[config.mk]
export PLATFORM = sky130hd
export DESIGN_NAME = stp_timer
export DESIGN_NICKNAME = d
export VERILOG_FILES = /design/src/design/stp_pkg.sv /design/src/design/stp_timer.sv
export SDC_FILE = /design/constraint.sdc
export NUM_CORES = 1
export LEC_CHECK = 0
export BUFFER_PORTS_ARGS = -buffer_cell sky130_fd_sc_hd__buf_2
export CAP_MARGIN = 20
export CORE_UTILIZATION = 41
export DETAILED_ROUTE_END_ITERATION = 8
export PLACE_DENSITY_LB_ADDON = 0.15
export SLEW_MARGIN = 20
export SYNTH_ARGS = -nofsm -noshare
export SYNTH_HDL_FRONTEND = slang
export SYNTH_SLANG_ARGS = --single-unit
[constraint.sdc]
create_clock -name CLK -period 3.5 [get_ports CLK]
set_clock_uncertainty 0.15 [all_clocks]
set_input_delay 0.175 -clock CLK [delete_from_list [all_inputs] [get_ports CLK]]
set_output_delay 0.175 -clock CLK [all_outputs]
set_load 0.01 [all_outputs]
[src/design/stp_pkg.sv]
// Purpose: Shared constants and carrier types for the single-pulse/capture timer
// Assumes: 10-bit counter, AXI4-Lite register access with 32-bit data
// Notes: Register offsets are byte addresses
package stp_pkg;
   localparam int CNT_W = 10;
   localparam logic [9:0] CNT_MAX = 10'h3FF;
   // Register byte offsets
   localparam logic [7:0] OFS_CTRL0 = 8'h00;
   localparam logic [7:0] OFS_CTRL1 = 8'h04;
   localparam logic [7:0] OFS_COUNT = 8'h08;
   localparam logic [7:0] OFS_CMPA = 8'h0C;
   localparam logic [7:0] OFS_CMPP = 8'h10;
   localparam logic [7:0] OFS_STAT = 8'h14;
   // Control0 field positions
   localparam int CTRL0_RUN = 0;
   localparam int CTRL0_PAUSE = 1;
   localparam int CTRL0_CLK_LO = 4;
   // Control1 field positions
   localparam int CTRL1_CCLR = 0;
   localparam int CTRL1_DPX = 1;
   localparam int CTRL1_POL = 2;
   localparam int CTRL1_OC = 3;
   localparam int CTRL1_PF_LO = 4;
   localparam int CTRL1_MS_LO = 6;
   // Status field positions
   localparam int STAT_AF = 0;
   localparam int STAT_PF = 1;
   // Mode-select encodings
   localparam logic [1:0] MODE_CMP = 2'h0;
   localparam logic [1:0] MODE_CAP = 2'h1;
   localparam logic [1:0] MODE_PWM = 2'h2;
   localparam logic [1:0] MODE_TMR = 2'h3;
   // Pin-function encodings
   localparam logic [1:0] PF_INACT = 2'h0;
   localparam logic [1:0] PF_ACT = 2'h1;
   localparam logic [1:0] PF_PWM = 2'h2;
   localparam logic [1:0] PF_SINGLE = 2'h3;
   // Timer clock selections
   localparam logic [2:0] CKS_DIV4 = 3'h0;
   localparam logic [2:0] CKS_SYS = 3'h1;
   localparam logic [2:0] CKS_DIV16 = 3'h2;
   localparam logic [2:0] CKS_DIV64 = 3'h3;
   localparam logic [2:0] CKS_PIN_R = 3'h6;
   localparam logic [2:0] CKS_PIN_F = 3'h7;
   localparam logic [1:0] RESP_OKAY = 2'h0;
   localparam logic [1:0] RESP_SLVERR = 2'h2;

   typedef struct packed {
      logic [1:0] mode_select_field;
      logic [1:0] pin_function_field;
      logic output_initial_level;
      logic output_polarity_invert;
      logic duty_period_swap;
      logic clear_source_select;
   } stp_ctrl1_t;
endpackage // stp_pkg

[src/design/stp_timer.sv]
// Purpose: Standard timer core: single-pulse, capture and PWM modes
// Assumes: Pins synchronous to CLK; AXI4-Lite slave for the registers
// Notes: Compare-match mode counts as timer mode here but drives the output enable; output in that mode holds
// Function
// - PWM waveform runs even when output forced
// - Counter clear ends and starts a PWM period
// - Clear-source bit ignored in PWM mode
// - Single pulse when mode 10 and pins 11
// - Trigger pin edge sets run bit
// - Run rising edge starts count and pulse
// - Compare-A or software clear ends pulse
// - Compare-A match in single pulse raises interrupt
// - Single pulse counter zeroes only on run rise
// - Single pulse ignores compare-P, clear-source, swap
// - Capture mode when mode field is 01
// - Capture counter starts from zero on run rise
// - Capture edge copies count into compare-A, interrupt
// - Capture counter free runs until run falls
// - Compare-P match clears counter, raises interrupt
// - Compare-P zero lets counter reach maximum
// - Edges rising, falling, both; 11 disables capture
// - Capture mode drives no output
// - Ten-bit counter wraps after 3FF
// - Run rising edge restores output initial level outside single pulse
//
// The placing of the registers and the AXI4-Lite slave port were left to the implementer.
module stp_timer
(
   // Clock and reset
   input wire logic CLK,
   input wire logic RST_N,
   // AXI4-Lite write address and data
   input wire logic [7:0] AWADDR,
   input wire logic AWVALID,
   output logic AWREADY,
   input wire logic [31:0] WDATA,
   input wire logic [3:0] WSTRB,
   input wire logic WVALID,
   output logic WREADY,
   // AXI4-Lite write response
   output logic [1:0] BRESP,
   output logic BVALID,
   input wire logic BREADY,
   // AXI4-Lite read
   input wire logic [7:0] ARADDR,
   input wire logic ARVALID,
   output logic ARREADY,
   output logic [31:0] RDATA,
   output logic [1:0] RRESP,
   output logic RVALID,
   input wire logic RREADY,
   // Timer pins
   input wire logic TRIG_CLK_PIN,
   input wire logic CAPTURE_PIN,
   output logic TIMER_OUT,
   output logic TIMER_OUT_EN,
   output logic TIMER_IRQ
);
   ////////////////////////////////////////////////////////////////////////////
   // Register state
   logic counter_run_bit;
   logic pause;
   logic [2:0] clk_sel;
   stp_pkg::stp_ctrl1_t ctrl1;
   logic [9:0] count;
   logic [9:0] compare_a_value;
   logic [9:0] compare_p_value;
   logic flag_a;
   logic flag_p;
   logic run_q;
   logic out_lvl;
   logic trig_q;
   logic cap_q;
   logic [5:0] prescale;
   logic have_aw;
   logic have_w;
   logic [7:0] aw_addr;
   logic [31:0] w_data;
   logic [3:0] w_strb;

   ////////////////////////////////////////////////////////////////////////////
   // Mode decode
   wire mode_cap = ctrl1.mode_select_field == stp_pkg::MODE_CAP;
   wire mode_pwm_grp = ctrl1.mode_select_field == stp_pkg::MODE_PWM;
   wire mode_single = mode_pwm_grp && ctrl1.pin_function_field == stp_pkg::PF_SINGLE;
   wire mode_pwm = mode_pwm_grp && !mode_single;
   wire run_rise = counter_run_bit && !run_q;
   wire trig_rise = TRIG_CLK_PIN && !trig_q;
   wire trig_fall = !TRIG_CLK_PIN && trig_q;
   wire cap_rise = CAPTURE_PIN && !cap_q;
   wire cap_fall = !CAPTURE_PIN && cap_q;

   // Timer clock tick: prescaled system clock or trigger pin edges
   wire tick_sel =
      (clk_sel == stp_pkg::CKS_SYS) ? 1'b1 :
      (clk_sel == stp_pkg::CKS_DIV4) ? (prescale[1:0] == 2'h3) :
      (clk_sel == stp_pkg::CKS_DIV16) ? (prescale[3:0] == 4'hF) :
      (clk_sel == stp_pkg::CKS_DIV64) ? (prescale == 6'h3F) :
      (clk_sel == stp_pkg::CKS_PIN_R) ? trig_rise :
      (clk_sel == stp_pkg::CKS_PIN_F) ? trig_fall : 1'b1;
   wire tick = counter_run_bit && !run_rise && !pause && tick_sel;

   // Comparators evaluated on the counter value reached on a tick
   wire [9:0] count_inc = count + 10'h001;
   wire p_full = compare_p_value == 10'h000;
   wire match_p = tick && (p_full ? (count == stp_pkg::CNT_MAX)
                                  : (count_inc == compare_p_value));
   wire match_a = tick && (count_inc == compare_a_value);

   // PWM period/duty selection; clear-source bit never consulted here
   wire [9:0] pwm_period = ctrl1.duty_period_swap ? compare_a_value : compare_p_value;
   wire [9:0] pwm_duty = ctrl1.duty_period_swap ? compare_p_value : compare_a_value;
   wire pwm_full = (pwm_period == 10'h000) ? (count == stp_pkg::CNT_MAX)
                                           : (count_inc == pwm_period);
   wire pwm_end = tick && pwm_full;
   wire pwm_active = count < pwm_duty;

   // Generic clear for compare/timer modes
   wire gen_clr = ctrl1.clear_source_select ? match_a : match_p;

   // Capture edge selection
   wire cap_edge =
      (ctrl1.pin_function_field == 2'h0) ? cap_rise :
      (ctrl1.pin_function_field == 2'h1) ? cap_fall :
      (ctrl1.pin_function_field == 2'h2) ? (cap_rise || cap_fall) : 1'b0;
   wire do_capture = mode_cap && counter_run_bit && cap_edge;

   // Next counter value
   wire [9:0] next_count =
      run_rise ? 10'h000 :
      !tick ? count :
      mode_single ? count_inc :
      mode_cap ? (match_p ? 10'h000 : count_inc) :
      mode_pwm ? (pwm_end ? 10'h000 : count_inc) :
      (gen_clr ? 10'h000 : count_inc);

   // Interrupt sources per mode
   wire set_a = mode_single ? match_a :
                mode_cap ? do_capture :
                match_a;
   wire set_p = mode_single ? 1'b0 :
                mode_cap ? match_p :
                !(ctrl1.clear_source_select && !mode_pwm) && match_p;

   // Output level before polarity
   wire pwm_lvl =
      (ctrl1.pin_function_field == stp_pkg::PF_INACT) ? !ctrl1.output_initial_level :
      (ctrl1.pin_function_field == stp_pkg::PF_ACT) ? ctrl1.output_initial_level :
      (pwm_active ? ctrl1.output_initial_level : !ctrl1.output_initial_level);
   wire single_lvl = counter_run_bit ? !ctrl1.output_initial_level
                                     : ctrl1.output_initial_level;
   wire next_out_lvl =
      run_rise && !mode_single ? ctrl1.output_initial_level :
      mode_single ? single_lvl :
      mode_pwm ? pwm_lvl :
      out_lvl;

   ////////////////////////////////////////////////////////////////////////////
   // AXI4-Lite decode
   wire aw_take = AWVALID && AWREADY;
   wire w_take = WVALID && WREADY;
   wire wr_go = have_aw && have_w && !BVALID;
   wire wr_ok = aw_addr == stp_pkg::OFS_CTRL0 || aw_addr == stp_pkg::OFS_CTRL1 ||
                aw_addr == stp_pkg::OFS_CMPA || aw_addr == stp_pkg::OFS_CMPP ||
                aw_addr == stp_pkg::OFS_STAT;
   wire wr_ctrl0 = wr_go && aw_addr == stp_pkg::OFS_CTRL0 && w_strb[0];
   wire wr_ctrl1 = wr_go && aw_addr == stp_pkg::OFS_CTRL1 && w_strb[0];
   wire wr_cmpa = wr_go && aw_addr == stp_pkg::OFS_CMPA;
   wire wr_cmpp = wr_go && aw_addr == stp_pkg::OFS_CMPP;
   wire wr_stat = wr_go && aw_addr == stp_pkg::OFS_STAT && w_strb[0];
   wire [9:0] wa_merge = {w_strb[1] ? w_data[9:8] : compare_a_value[9:8],
                          w_strb[0] ? w_data[7:0] : compare_a_value[7:0]};
   wire [9:0] wp_merge = {w_strb[1] ? w_data[9:8] : compare_p_value[9:8],
                          w_strb[0] ? w_data[7:0] : compare_p_value[7:0]};
   wire rd_take = ARVALID && ARREADY;
   wire [31:0] rd_word =
      (ARADDR == stp_pkg::OFS_CTRL0) ? {25'h0, clk_sel, 2'h0, pause, counter_run_bit} :
      (ARADDR == stp_pkg::OFS_CTRL1) ? {24'h0, ctrl1} :
      (ARADDR == stp_pkg::OFS_COUNT) ? {22'h0, count} :
      (ARADDR == stp_pkg::OFS_CMPA) ? {22'h0, compare_a_value} :
      (ARADDR == stp_pkg::OFS_CMPP) ? {22'h0, compare_p_value} :
      (ARADDR == stp_pkg::OFS_STAT) ? {30'h0, flag_p, flag_a} : 32'h0;
   wire rd_ok = ARADDR == stp_pkg::OFS_CTRL0 || ARADDR == stp_pkg::OFS_CTRL1 ||
                ARADDR == stp_pkg::OFS_COUNT || ARADDR == stp_pkg::OFS_CMPA ||
                ARADDR == stp_pkg::OFS_CMPP || ARADDR == stp_pkg::OFS_STAT;

   // One write held at a time; read accepted when no answer is pending
   assign AWREADY = !have_aw;
   assign WREADY = !have_w;
   assign ARREADY = !RVALID;
   assign TIMER_IRQ = flag_a || flag_p;
   assign TIMER_OUT = out_lvl ^ ctrl1.output_polarity_invert;
   assign TIMER_OUT_EN = (mode_single || mode_pwm || ctrl1.mode_select_field ==
                          stp_pkg::MODE_CMP) && !mode_cap;

   // Run bit: software, trigger pin, compare-A end of pulse
   wire sw_run = wr_ctrl0 ? w_data[stp_pkg::CTRL0_RUN] : counter_run_bit;
   wire next_run =
      (mode_single && counter_run_bit && match_a) ? 1'b0 :
      (mode_single && !counter_run_bit && trig_rise) ? 1'b1 :
      sw_run;

   ////////////////////////////////////////////////////////////////////////////
   // Bus channel state
   always_ff @(posedge CLK or negedge RST_N)
   begin
      if (!RST_N)
      begin
         have_aw <= 1'b0;
         have_w <= 1'b0;
         aw_addr <= 8'h00;
         w_data <= 32'h0;
         w_strb <= 4'h0;
         BVALID <= 1'b0;
         BRESP <= stp_pkg::RESP_OKAY;
      end
      else
      begin
         if (aw_take)
         begin
            have_aw <= 1'b1;
            aw_addr <= AWADDR;
         end
         if (w_take)
         begin
            have_w <= 1'b1;
            w_data <= WDATA;
            w_strb <= WSTRB;
         end
         if (wr_go)
         begin
            have_aw <= 1'b0;
            have_w <= 1'b0;
            BVALID <= 1'b1;
            BRESP <= wr_ok ? stp_pkg::RESP_OKAY : stp_pkg::RESP_SLVERR;
         end
         else if (BVALID && BREADY)
            BVALID <= 1'b0;
      end
   end

   // Read answer registered
   always_ff @(posedge CLK or negedge RST_N)
   begin
      if (!RST_N)
      begin
         RVALID <= 1'b0;
         RDATA <= 32'h0;
         RRESP <= stp_pkg::RESP_OKAY;
      end
      else if (rd_take)
      begin
         RVALID <= 1'b1;
         RDATA <= rd_word;
         RRESP <= rd_ok ? stp_pkg::RESP_OKAY : stp_pkg::RESP_SLVERR;
      end
      else if (RREADY)
         RVALID <= 1'b0;
   end

   ////////////////////////////////////////////////////////////////////////////
   // Control registers
   always_ff @(posedge CLK or negedge RST_N)
   begin
      if (!RST_N)
      begin
         counter_run_bit <= 1'b0;
         pause <= 1'b0;
         clk_sel <= stp_pkg::CKS_DIV4;
         ctrl1 <= '0;
      end
      else
      begin
         counter_run_bit <= next_run;
         if (wr_ctrl0)
         begin
            pause <= w_data[stp_pkg::CTRL0_PAUSE];
            clk_sel <= w_data[stp_pkg::CTRL0_CLK_LO +: 3];
         end
         if (wr_ctrl1)
            ctrl1 <= w_data[7:0];
      end
   end

   // Compare values; a capture wins over a software write in the same cycle
   always_ff @(posedge CLK or negedge RST_N)
   begin
      if (!RST_N)
      begin
         compare_a_value <= 10'h000;
         compare_p_value <= 10'h000;
      end
      else
      begin
         if (do_capture)
            compare_a_value <= count;
         else if (wr_cmpa)
            compare_a_value <= wa_merge;
         if (wr_cmpp)
            compare_p_value <= wp_merge;
      end
   end

   // Sticky flags: hardware set wins over write-one-to-clear
   always_ff @(posedge CLK or negedge RST_N)
   begin
      if (!RST_N)
      begin
         flag_a <= 1'b0;
         flag_p <= 1'b0;
      end
      else
      begin
         flag_a <= set_a || (flag_a && !(wr_stat && w_data[stp_pkg::STAT_AF]));
         flag_p <= set_p || (flag_p && !(wr_stat && w_data[stp_pkg::STAT_PF]));
      end
   end

   // Counter, edge history, prescaler, output
   always_ff @(posedge CLK or negedge RST_N)
   begin
      if (!RST_N)
      begin
         count <= 10'h000;
         run_q <= 1'b0;
         trig_q <= 1'b0;
         cap_q <= 1'b0;
         prescale <= 6'h00;
         out_lvl <= 1'b0;
      end
      else
      begin
         count <= next_count;
         run_q <= counter_run_bit;
         trig_q <= TRIG_CLK_PIN;
         cap_q <= CAPTURE_PIN;
         prescale <= prescale + 6'h01;
         out_lvl <= next_out_lvl;
      end
   end
endmodule // stp_timer

-- After elaboration in Yosys (flattened, before gate mapping)
Cells that the tools add are included.
- bits in registers: 115
- output and inout bits: 44
- logic and storage cells: 213
- equal/unequal tests: 26
- reduce and logical (&&, ||, !) cells: 96
- order comparisons: 1
- bitwise logic cells: 1
- multiplexer cells: 56
- $add $sub $neg: 2
- operator list (kind ; number):
    $mux W10 ; 17
    $logic_and A1 B1 Y1 ; 41
    $mux W1 ; 34
    $eq A8 B5 Y1 const B ; 4
    $eq A10 B10 Y1 ; 3
    $eq A8 B4 Y1 const B ; 3
    $logic_not A10 Y1 ; 2
    $logic_not A1 Y1 ; 19
    $eq A8 B3 Y1 const B ; 2
    $logic_not A8 Y1 ; 2
    $reduce_bool A2 Y1 ; 8
    $logic_or A1 B1 Y1 ; 15
    $add A10 B1 Y10 const B ; 1
    $eq A10 B10 Y1 const B ; 1
    $lt A10 B10 Y1 ; 1
    $eq A2 B2 Y1 const B ; 4
    $mux W2 ; 4
    $mux W8 ; 1
    $reduce_and A2 Y1 ; 4
    $add A6 B1 Y6 const B ; 1
    $eq A3 B2 Y1 const B ; 2
    $eq A3 B3 Y1 const B ; 2
    $eq A6 B6 Y1 const B ; 1
    $reduce_bool A3 Y1 ; 2
    other kinds (6) ; 8

-- Logic depth before layout (Yosys ltp)
Gate-level depths: netlist (run 1).
- depth in word-level cells: 17
- depth in mapped cells: 13

-- Least setup slack after synthesis (run 1)
No wires, ideal clock.
- path kind: reg-to-reg
- start point: reg ctrl1[1] (netlist name)
- end point: reg out_lvl
- buffers on the path: 3
- slack: 0.483 ns
- cell stages (with the launch flop): 13
- clock period less this slack: 3.017 ns
- arrival time: 2.742 ns
- required time: 3.225 ns
- cells stage by stage: dfrtp_1 -> buf_2 -> buf_2 -> buf_1 -> mux2i_1 -> ha_1 -> o21a_1 -> o21ai_0 -> o211ai_1 -> a31oi_1 -> o22ai_1 -> xor2_1 -> mux2_2
- word-level cells in the longest chain between the ends: 8
- ends and longest elaborated chain (element ; line ; RTL):
    start: declaration ; stp_timer.sv:64 ; stp_pkg::stp_ctrl1_t ctrl1;
    start signal: assignment ; stp_timer.sv:281 ; ctrl1 <= w_data[7:0];
    $mux W10 ; stp_timer.sv:112 ; wire [9:0] pwm_duty = ctrl1.duty_period_swap ? compare_p_value : compare_a_value;
    $lt A10 B10 Y1 ; stp_timer.sv:116 ; wire pwm_active = count < pwm_duty;
    $mux W1 ; stp_timer.sv:149 ; (pwm_active ? ctrl1.output_initial_level : !ctrl1.output_initial_level);
    $mux W1 ; stp_timer.sv:148 ; (ctrl1.pin_function_field == stp_pkg::PF_ACT) ? ctrl1.output_initial_level :
    $mux W1 ; stp_timer.sv:147 ; (ctrl1.pin_function_field == stp_pkg::PF_INACT) ? !ctrl1.output_initial_level :
    $mux W1 ; stp_timer.sv:155 ; mode_pwm ? pwm_lvl :
    $mux W1 ; stp_timer.sv:154 ; mode_single ? single_lvl :
    $mux W1 ; stp_timer.sv:153 ; run_rise && !mode_single ? ctrl1.output_initial_level :
    end signal: assignment ; stp_timer.sv:338 ; out_lvl <= next_out_lvl;
    end: declaration ; stp_timer.sv:71 ; logic out_lvl;
Every way passes these cells. The select of a mux whose other input is x is not followed.
A chain may end at the register's enable or synchronous reset.

-- Final worst setup path (run 1)
- start point: reg count[3]
- end point: reg count[9]
- word-level cells in the longest chain between the ends: 11
- elaborated cells on any way between the ends: 19
- classes of those cells: 1 x add/sub; 4 x eq/ne; 11 x mux; 3 x reduce/logical
- ends and longest elaborated chain (element ; line ; RTL):
    start: declaration ; stp_timer.sv:65 ; logic [9:0] count;
    start signal: assignment ; stp_timer.sv:333 ; count <= next_count;
    $add A10 B1 Y10 ; stp_timer.sv:104 ; wire [9:0] count_inc = count + 10'h001;
    $eq A10 B10 Y1 ; stp_timer.sv:107 ; : (count_inc == compare_p_value));
    $mux W1 ; stp_timer.sv:106 ; wire match_p = tick && (p_full ? (count == stp_pkg::CNT_MAX)
    $logic_and A1 B1 Y1 ; stp_timer.sv:106 ;
    $mux W1 ; stp_timer.sv:119 ; wire gen_clr = ctrl1.clear_source_select ? match_a : match_p;
    $mux W10 ; stp_timer.sv:135 ; (gen_clr ? 10'h000 : count_inc);
    $mux W10 ; stp_timer.sv:134 ; mode_pwm ? (pwm_end ? 10'h000 : count_inc) :
    $mux W10 ; stp_timer.sv:133 ; mode_cap ? (match_p ? 10'h000 : count_inc) :
    $mux W10 * ; stp_timer.sv:132 ; mode_single ? count_inc :
    $mux W10 * ; stp_timer.sv:131 ; !tick ? count :
    $mux W10 * ; stp_timer.sv:130 ; run_rise ? 10'h000 :
Mark *: on every way between the ends. The rest lies on a longest branch, timed or not. The select of a mux whose other input is x is not followed.

==> flow_summary.json, run 1 <==
{
  "status": "completed",
  "fin_ws_ns": 0.306,
  "final_max_slew_viol_count": 0,
  "path_clk_slew_ns": 0.07,
  "cp.arrival_ns": 3.32,
  "cap_violations": 0,
  "ys.flop_type": "dfrtp_1",
  "first_pass_iters": 5,
  "synth-seq-cells": 91,
  "synth_adder_area_share_pct": 2.81,
  "grt_usage_pct": 23.7,
  "core_area_um2": 13800,
  "initial_core_util_pct": 41.8,
  "drt_iter0_markers": 386,
  "min_period_over_period_pct": 91.3,
  "synthArstFlopShare_pct": 100,
  "overflow": 0,
  "pre_cts_ws_ns": 0.411,
  "gp_congestion": 0.920,
  "avgSynthCellArea_um2": 9.58,
  "drive_gt1_share_pct": 22.3,
  "wirelength_um": 16400,
  "synth_compound_area_share_pct": 16.4,
  "cts_buffers": 9,
  "path_class": "reg -> reg",
  "yosysTopAreaCellShare_pct": 39.4,
  "grt_pass1_vias": 4697,
  "ys_seq_area_share_pct": 39.4,
  "synth_edf_count": 0,
  "leakagePower_nw": 3.04,
  "synth_top_family_by_area": "compound AO/OA/AOI/OAI gates",
  "vias": 4918,
  "cts_tree": "yes",
  "clk-insertion-delay-late_ns": 0.35,
  "rsz0062_at_grt": "false",
  "drc": 0,
  "grt_pass1_wl_um": 26000,
  "hpwl_um": 11800,
  "fp.dieW_um": 121,
  "yosys.area_share.simple_pct": 14.7,
  "hold_class": "in -> reg",
  "antenna_cells": 0,
  "cp-start-kind": "register",
  "hp-start": "ARADDR[4]",
  "crit_path_end_kind": "register",
  "fin_util_pct": 49.7,
  "antenna_found_initial": 0,
  "layout_common_cells": "91 x dfrtp_1, 55 x nand2_1, 55 x buf_2, 44 x o21ai_0, 41 x mux2_2",
  "fin_crit_ns": 3.19,
  "synth_xor_area_share_pct": 5.39,
  "critPathLaunch": "count[3]$_DFFE_PN0P_",
  "cp.required_ns": 3.62,
  "finalHoldViolations": 0,
  "clk_path_buf_depth": 2,
  "clock.fmax_mhz": 313,
  "die_area_um2": 14600,
  "yosys_warnings": 0,
  "final_common_cell": "dfrtp_1",
  "htreeDepth": 3,
  "final_nets": 764,
  "portBuffers": 56,
  "ir_drop_uv": 345,
  "tightest_slew_ns": 1.05,
  "finalSetupTns_ns": 0,
  "die_y_um": 121,
  "synth.area.mux_share_pct": 13.5,
  "syn_area_um2": 5780,
  "yosys.area.top_type": "dfrtp_1",
  "post_synth_main_area_contributors": "dfrtp_1 39%, mux2_2 8.0%, mux2i_1 5.5%, o21ai_0 3.8%, nand2_1 3.6%",
  "antenna_left": 0,
  "syn_inst": 603,
  "clock_sinks": 91,
  "num_rows": 43,
  "setup_viol": 0,
  "wl_per_cell_um": 18.7,
  "syn2layout_area_growth_pct": 18.8,
  "yosys.cell_types.count": 70,
  "cp_max_fo": 15,
  "via_per_inst": 5.62,
  "ctsRootBufferMaster": "clkbuf_16",
  "grt_max_degree": 73,
  "pin_count": 105,
  "r2r_start": "count[3]$_DFFE_PN0P_",
  "finalPower_mw": 3.94,
  "slew_headroom_pct": 30.0,
  "power_density_nw_per_um2": 574
}
[registers in the layout, summed over array words and instances, names as in the netlist, 2 cells and up]
register and flops:
compare_p_value 10, w_strb 2, clk_sel 3, prescale 6, ctrl1 8, count 10
w_data 10, RDATA 10, aw_addr 8, compare_a_value 10
[synth_stat cells, drive strengths merged (2+ instances only)]
cell / n
dfrtp: 91
nand2: 55
o21ai: 46
buf: 42
mux2: 41
nor2: 39
mux2i: 32
clkbuf: 20
inv: 19
xnor2: 19
a21oi: 18
nand3: 15
xor2: 14
ha: 13
nor3: 13
nand4: 10
a31oi: 9
o21a: 9
a22oi: 8
nor4: 8
a221oi: 7
nand2b: 7
a21o: 6
o31ai: 6
nor3b: 4
or3: 4
nor2b: 3
a2111oi: 2
a211oi: 2
a311oi: 2
and3: 2
nand3b: 2
o2111a: 2
o211a: 2
o211ai: 2
o22ai: 2
o31a: 2
or2: 2
or4: 2
[critical path: stages, from the launching register on]
cell	delay, ns
dfrtp_1	0.67
nand4_1	0.36
or3_1	0.40
a221oi_1	0.30
a2111oi_0	0.11
buf_4	0.16
nand3_1	0.10
a31oi_1	0.10
o22a_2	0.26
buf_12	0.15
or2b_1	0.22
a21oi_1	0.13
[power by group]
part           total (mW)  internal, mW  switching [mW]
Sequential           1.68          1.30           0.385
Combinational        1.18         0.603           0.580
Clock                1.07         0.635           0.436
Total                3.94          2.54            1.40
[final cells by class]
type | instances | area, µm²
Clock inverter | 6 | 96.3
Timing Repair Buffer | 115 | 818
Multi-Input combinational cell | 454 | 3150
Clock buffer | 10 | 229
Fill cell | 1283 | 6960
Tap cell | 180 | 225
Inverter | 19 | 71.3
Sequential cell | 91 | 2280
[metal layers]
| layer | GRT usage, % | routed length (µm) |
|---|---|---|
| met1 | 32.4 | 7600 |
| met2 | 37.6 | 7510 |
| met3 | 4.01 | 957 |
| met4 | 8.87 | 289 |
| met5 | 0 | 0 |
[path summary, 6_finish.rpt]
check / endpoint / cells after the start / slack, ns
setup reg to reg: count[9]$_DFFE_PN0P_ / 11 / 0.31
setup / recovery: count[9]$_DFFE_PN0P_ / 11 / 0.31
hold / removal: RRESP[1]$_DFFE_PN0P_ / 3 / 0.06
max in group asynchronous: ctrl1[4]$_DFFE_PN0P_ / 3 / 1.97
min in group asynchronous: out_lvl$_DFFE_PN0P_ / 2 / 0.34
hold reg to reg: prescale[0]$_DFF_PN0_ / 1 / 0.30
[cells by family after synthesis]
family | count (synthesis)
DFF | 91
other | 1
buffers and inverters | 81
AOI/OAI and AO/OA | 140
and+or+nand+nor | 170
adders and majority gates | 13
muxes | 73
xor gates and xnor gates | 34
[what timing repair did]
action,4_1_cts,5_1_grt
hold buffers,27,0
buffers inserted,0,0
gates resized for setup,0,0
hold endpoints to repair,97,0
[stage by stage]
| step | instance area, µm² | hold slack [ns] | cells |
|---|---|---|---|
| floorplan | 5870 | -0.271 | 626 |
| global placement | 6270 | 0.160 | 832 |
| detailed placement | 6270 | 0.166 | 832 |
| CTS | 6870 | 0.0641 | 875 |
| global route | 6870 | 0.106 | 875 |
| finish | 6870 | 0.0619 | 875 |
Note: power is estimated with default switching activity, not from simulation.
==> run 2: changes to the inputs <==
--- a/config.mk
+++ b/config.mk
@@ -7,9 +7,10 @@
 export LEC_CHECK = 0
 export BUFFER_PORTS_ARGS = -buffer_cell sky130_fd_sc_hd__buf_2
 export CAP_MARGIN = 20
-export CORE_UTILIZATION = 41
+export CORE_UTILIZATION = 45
 export DETAILED_ROUTE_END_ITERATION = 8
 export PLACE_DENSITY_LB_ADDON = 0.15
+export REMOVE_ABC_BUFFERS = 1
 export SLEW_MARGIN = 20
 export SYNTH_ARGS = -nofsm -noshare
 export SYNTH_HDL_FRONTEND = slang
==> constraint.sdc (replaced) <==
create_clock -name CLK -period 2.7 [get_ports CLK]
set_clock_uncertainty 0.15 [all_clocks]
set_input_delay 0.135 -clock CLK [delete_from_list [all_inputs] [get_ports CLK]]
set_output_delay 0.135 -clock CLK [all_outputs]
set_load 0.01 [all_outputs]
==> flow_summary.json, run 2 (synthesis gave the netlist of run 1 again) <==
{
  "die_y_um": 115,
  "grt_usage_pct": 27.8,
  "clock_sinks": 91,
  "clk_path_buf_depth": 2,
  "power_density_nw_per_um2": 710,
  "antenna_left": 0,
  "final_common_cell": "buf_4",
  "holdPathStages": 3,
  "path_clk_slew_ns": 0.07,
  "fp.dieW_um": 115,
  "tightest_slew_ns": 0.667,
  "worst_hold_slack_ns": 0.0634,
  "gp_congestion": 0.892,
  "via_per_inst": 5.51,
  "post-place-cells": 897,
  "pin_count": 105,
  "layout_common_cells": "109 x buf_4, 89 x dfrtp_1, 55 x nand2_1, 55 x buf_2, 41 x mux2_2",
  "cap_violations": 0,
  "grt.met2_usage_pct": 45.4,
  "drt_iter0_markers": 311,
  "die_area_um2": 13300,
  "vias": 5248,
  "initial_core_util_pct": 46.0,
  "wirelength_um": 17500,
  "core_area_um2": 12600,
  "syn2layout_area_growth_pct": 33.6,
  "ir_drop_uv": 457,
  "cp_max_fo": 7,
  "cp.required_ns": 2.80,
  "nFillCells": 1094,
  "met3_usage_pct": 4.74,
  "fin_ws_ns": -0.324,
  "stdcell_area_um2": 7720,
  "final-seq-area_um2": 2280,
  "grt_use_met1_pct": 35.7,
  "grt_busiest_layer": "met2",
  "hpwl_um": 12700,
  "min_period_over_period_pct": 112,
  "cts_buffers": 9,
  "rr_worst_depth": 12,
  "dpl_cell_area_um2": 6810,
  "htreeDepth": 3,
  "antenna_cells": 0,
  "ctsRootBufferMaster": "clkbuf_16",
  "final_nets": 849,
  "fin_util_pct": 61.4,
  "leakagePower_nw": 3.50,
  "num_rows": 41,
  "fin_crit_ns": 3.02,
  "final_max_slew_viol_count": 0,
  "slew_headroom_pct": 55.4,
  "grt_pass1_vias": 5102,
  "cp-start-kind": "register",
  "violations": "negative setup slack",
  "first_pass_iters": 5,
  "portBuffers": 56,
  "overflow": 0,
  "setup_viol": 11,
  "hold_class": "in -> reg",
  "clock.fmax_mhz": 331,
  "finalHoldViolations": 0,
  "grt_pass1_wl_um": 27400,
  "cts_tree": "yes",
  "drive_gt1_share_pct": 34.6,
  "finalPower_mw": 5.48,
  "rsz0062_at_grt": "true",
  "clk-insertion-delay-late_ns": 0.36,
  "cp.arrival_ns": 3.13,
  "regToRegSetupSlack_ns": -0.32,
  "crit_path_end_kind": "register",
  "status": "complete, but fails checks",
  "final_cells": 952,
  "wl_per_cell_um": 18.4,
  "path_class": "reg -> reg",
  "multi_input_area_um2": 3360,
  "drc": 0,
  "grt_max_degree": 49,
  "antenna_found_initial": 0
}
==> run 2: cell count changes in the layout (fill, tap and decap cells not counted), moves of 4 or more <==
| cell | before | now |
|---|---|---|
| buf_4 | 31 | 109 |
| buf_6 | 0 | 6 |
| o21ai_0 | 44 | 39 |
| or3_1 | 4 | 0 |
| or3_4 | 0 | 4 |
==> run 2: final timing paths <==
| check | start | endpoint |
|---|---|---|
| worst min-delay path | ARADDR[4] | RRESP[1]$_DFFE_PN0P_ |
| worst max register to register | count[0]$_DFFE_PN0P_ | count[2]$_DFFE_PN0P_ |
| worst min register to register | RDATA[9]$_DFFE_PN0P_ | RDATA[9]$_DFFE_PN0P_ |
| max in group asynchronous | RST_N | pause$_DFFE_PN0P_ |
| worst max-delay path | count[0]$_DFFE_PN0P_ | count[2]$_DFFE_PN0P_ |
| min in group asynchronous | RST_N | compare_a_value[3]$_DFFE_PN0P_ |
==> run 2: area by class of cell <==
type | instances | share of cell area [%]
well taps | 172 | 2.79
clock inverters | 7 | 1.20
flip-flops and latches | 91 | 29.5
clock buffers | 9 | 2.92
multi-input cells | 455 | 43.6
inverters | 19 | 0.924
repair buffers | 199 | 19.1
==> run 2: worst max-delay path: stages, from the launching register on <==
cell	delay, ns
dfrtp_1	0.41
buf_4	0.15
buf_6	0.12
xor2_1	0.19
o311ai_2	0.14
a2111o_1	0.45
a2111oi_4	0.20
nand4_2	0.15
a311oi_2	0.35
buf_4	0.18
o22a_4	0.19
nor3b_1	0.06
a21o_1	0.15
==> run 2: through the flow <==
stage / setup TNS [ns] / setup WS (ns)
2_1_floorplan: -2.11 / -0.279
3_3_place_gp: -2.23 / -0.264
3_5_place_dp: -3.09 / -0.358
4_1_cts: -2.15 / -0.269
5_1_grt: -3.53 / -0.396
6_report: -2.82 / -0.324
==> run 2: layer usage <==
metal  vias up  share of wire, %  routed length (µm)
met3        36               4.2                 734
met4         0               3.5                 606
li1       2486                 -                   -
met1      2559                44                7730
met2       167                48                8420
met5         -                 0                   0
==> run 2: timing repair <==
action,in CTS,in global routing
hold buffers,27,0
cloned,1,0
setup endpoints to repair,10,12
pin swaps,6,5
buffers inserted,7,4
resized for setup,24,27
endpoints found under the hold margin,69,0
==> run 2: report_power, final <==
part | internal, mW | switching [mW] | leakage (nW)
clock | 0.744 | 0.614 | 0.156
sequential | 1.69 | 0.428 | 1.16
combinational | 1.03 | 0.973 | 2.19
total | 3.46 | 2.02 | 3.50
==> run 3: changes to the inputs <==
--- a/config.mk
+++ b/config.mk
@@ -9,7 +9,8 @@
 export CAP_MARGIN = 20
 export CORE_UTILIZATION = 45
 export DETAILED_ROUTE_END_ITERATION = 8
-export PLACE_DENSITY_LB_ADDON = 0.15
+export GPL_TIMING_DRIVEN = 1
+export PLACE_DENSITY = 0.69
 export REMOVE_ABC_BUFFERS = 1
 export SLEW_MARGIN = 20
 export SYNTH_ARGS = -nofsm -noshare
==> flow_summary.json, run 3 (synthesis gave the netlist of run 1 again) <==
{
  "status": "complete, but fails checks",
  "violations": "negative setup slack",
  "leakagePower_nw": 3.53,
  "r2r-end": "count[2]$_DFFE_PN0P_",
  "grt_usage_pct": 28.6,
  "fp.dieW_um": 115,
  "gp_congestion": 0.966,
  "layout_common_cells": "106 x buf_4, 90 x dfrtp_1, 55 x buf_2, 54 x nand2_1, 41 x mux2_2",
  "portBuffers": 56,
  "rsz0062_at_grt": "true",
  "cp.arrival_ns": 3.14,
  "pin_count": 105,
  "wirelength_um": 18300,
  "ir_drop_uv": 541,
  "grt_max_degree": 63,
  "overflow": 0,
  "crit_path_end_kind": "register",
  "regToRegSetupSlack_ns": -0.34,
  "fin_util_pct": 62.1,
  "vias": 5415,
  "grt_pass1_vias": 5365,
  "initial_core_util_pct": 46.0,
  "die_area_um2": 13300,
  "drc": 0,
  "antenna_cells": 0,
  "critPathLaunch": "count[0]$_DFFE_PN0P_",
  "first_pass_iters": 8,
  "fin_ws_ns": -0.341,
  "power_density_nw_per_um2": 712,
  "path_class": "reg -> reg",
  "final_max_slew_viol_count": 0,
  "cts_tree": "yes",
  "clock.fmax_mhz": 329,
  "final_nets": 849,
  "wl_per_cell_um": 19.3,
  "slew_headroom_pct": 55.0,
  "cap_violations": 0,
  "r2r_start": "count[0]$_DFFE_PN0P_",
  "clk_path_buf_depth": 2,
  "hold_class": "in -> reg",
  "htreeDepth": 3,
  "grt_pass1_wl_um": 28400,
  "final_common_cell": "buf_4",
  "die_y_um": 115,
  "antenna_found_initial": 0,
  "pre_cts_ws_ns": -0.440,
  "antenna_left": 0,
  "rr_worst_depth": 12,
  "cp-start-kind": "register",
  "cts_buffers": 9,
  "hpwl_um": 12900,
  "finalPower_mw": 5.56,
  "worst_hold_slack_ns": 0.0367,
  "min_period_over_period_pct": 113,
  "crit_path_end": "count[2]$_DFFE_PN0P_",
  "path_clk_slew_ns": 0.07,
  "finalHoldViolations": 0,
  "cp_max_fo": 7,
  "drt_iter0_markers": 378,
  "via_per_inst": 5.69,
  "drive_gt1_share_pct": 35.3,
  "syn2layout_area_growth_pct": 35.0,
  "fin_crit_ns": 3.04,
  "core_area_um2": 12600,
  "tightest_slew_ns": 0.675,
  "cp.required_ns": 2.80,
  "ctsRootBufferMaster": "clkbuf_16",
  "clk-insertion-delay-late_ns": 0.35,
  "clock_sinks": 91,
  "num_rows": 41,
  "setup_viol": 10
}
run 3: worst min path at each step:
stage | startpoint | to | slack (ns) | cells after the start
after global routing | ARADDR[4] | RRESP[1]$_DFFE_PN0P_ | 0.08 | 3
after detailed placement | RST_N | w_data[9]$_DFFE_PN0P_ | -0.03 | 1
after floorplan | RST_N | BRESP[1]$_DFFE_PN0P_ | -0.31 | 0
final | ARADDR[4] | RRESP[1]$_DFFE_PN0P_ | 0.04 | 3
after CTS | ARADDR[4] | RRESP[1]$_DFFE_PN0P_ | 0.02 | 3
after global placement | RST_N | count[8]$_DFFE_PN0P_ | -0.04 | 1
run 3: worst max-delay path: stages (launching register included):
cell and delay [ns]:
dfrtp_1 0.41, ha_4 0.17, nand4_1 0.20, buf_4 0.22
or2_2 0.31, or3_4 0.40, nand2b_1 0.13, a31oi_4 0.04
a311oi_2 0.30, buf_4 0.19, o22a_4 0.18, nor3b_1 0.06
a21o_1 0.16
run 3: what timing repair did:
action                                  4_1_cts  5_1_grt
pin swaps                                    13        9
resized for setup                            31       27
hold buffers                                 27        0
endpoints found under the hold margin        55        0
endpoints found under the setup margin       11       13
buffers inserted                              5        5
gates cloned                                  1        1
run 3: through the flow:
stage | instance area, µm² | setup TNS [ns] | cells
floorplan | 5500 | -2.11 | 564
global placement | 6820 | -3.02 | 898
detailed placement | 6820 | -3.85 | 898
CTS | 7610 | -2.23 | 946
global route | 7800 | -3.95 | 952
finish | 7800 | -2.93 | 952
run 3: cell type report:
type,count,area [µm²]
Fill cell,1049,4760
Inverter,19,71.3
Clock buffer,10,229
Multi-Input combinational cell,455,3410
Tap cell,172,215
Clock inverter,6,95.1
Sequential cell,91,2280
Timing Repair Buffer,199,1510
run 3: power by group:
part / switching [mW] / total [mW] / internal [mW]
sequential: 0.440 / 2.13 / 1.69
combinational: 1.01 / 2.03 / 1.02
clock: 0.578 / 1.40 / 0.822
total: 2.03 / 5.56 / 3.53
run 3: per-layer routing:
layer	vias up	wire, µm	GRT usage [%]
li1	2479	-	-
met4	0	542	11.9
met2	220	9100	48.8
met3	45	991	4.80
met1	2671	7710	35.8
met5	-	0	0
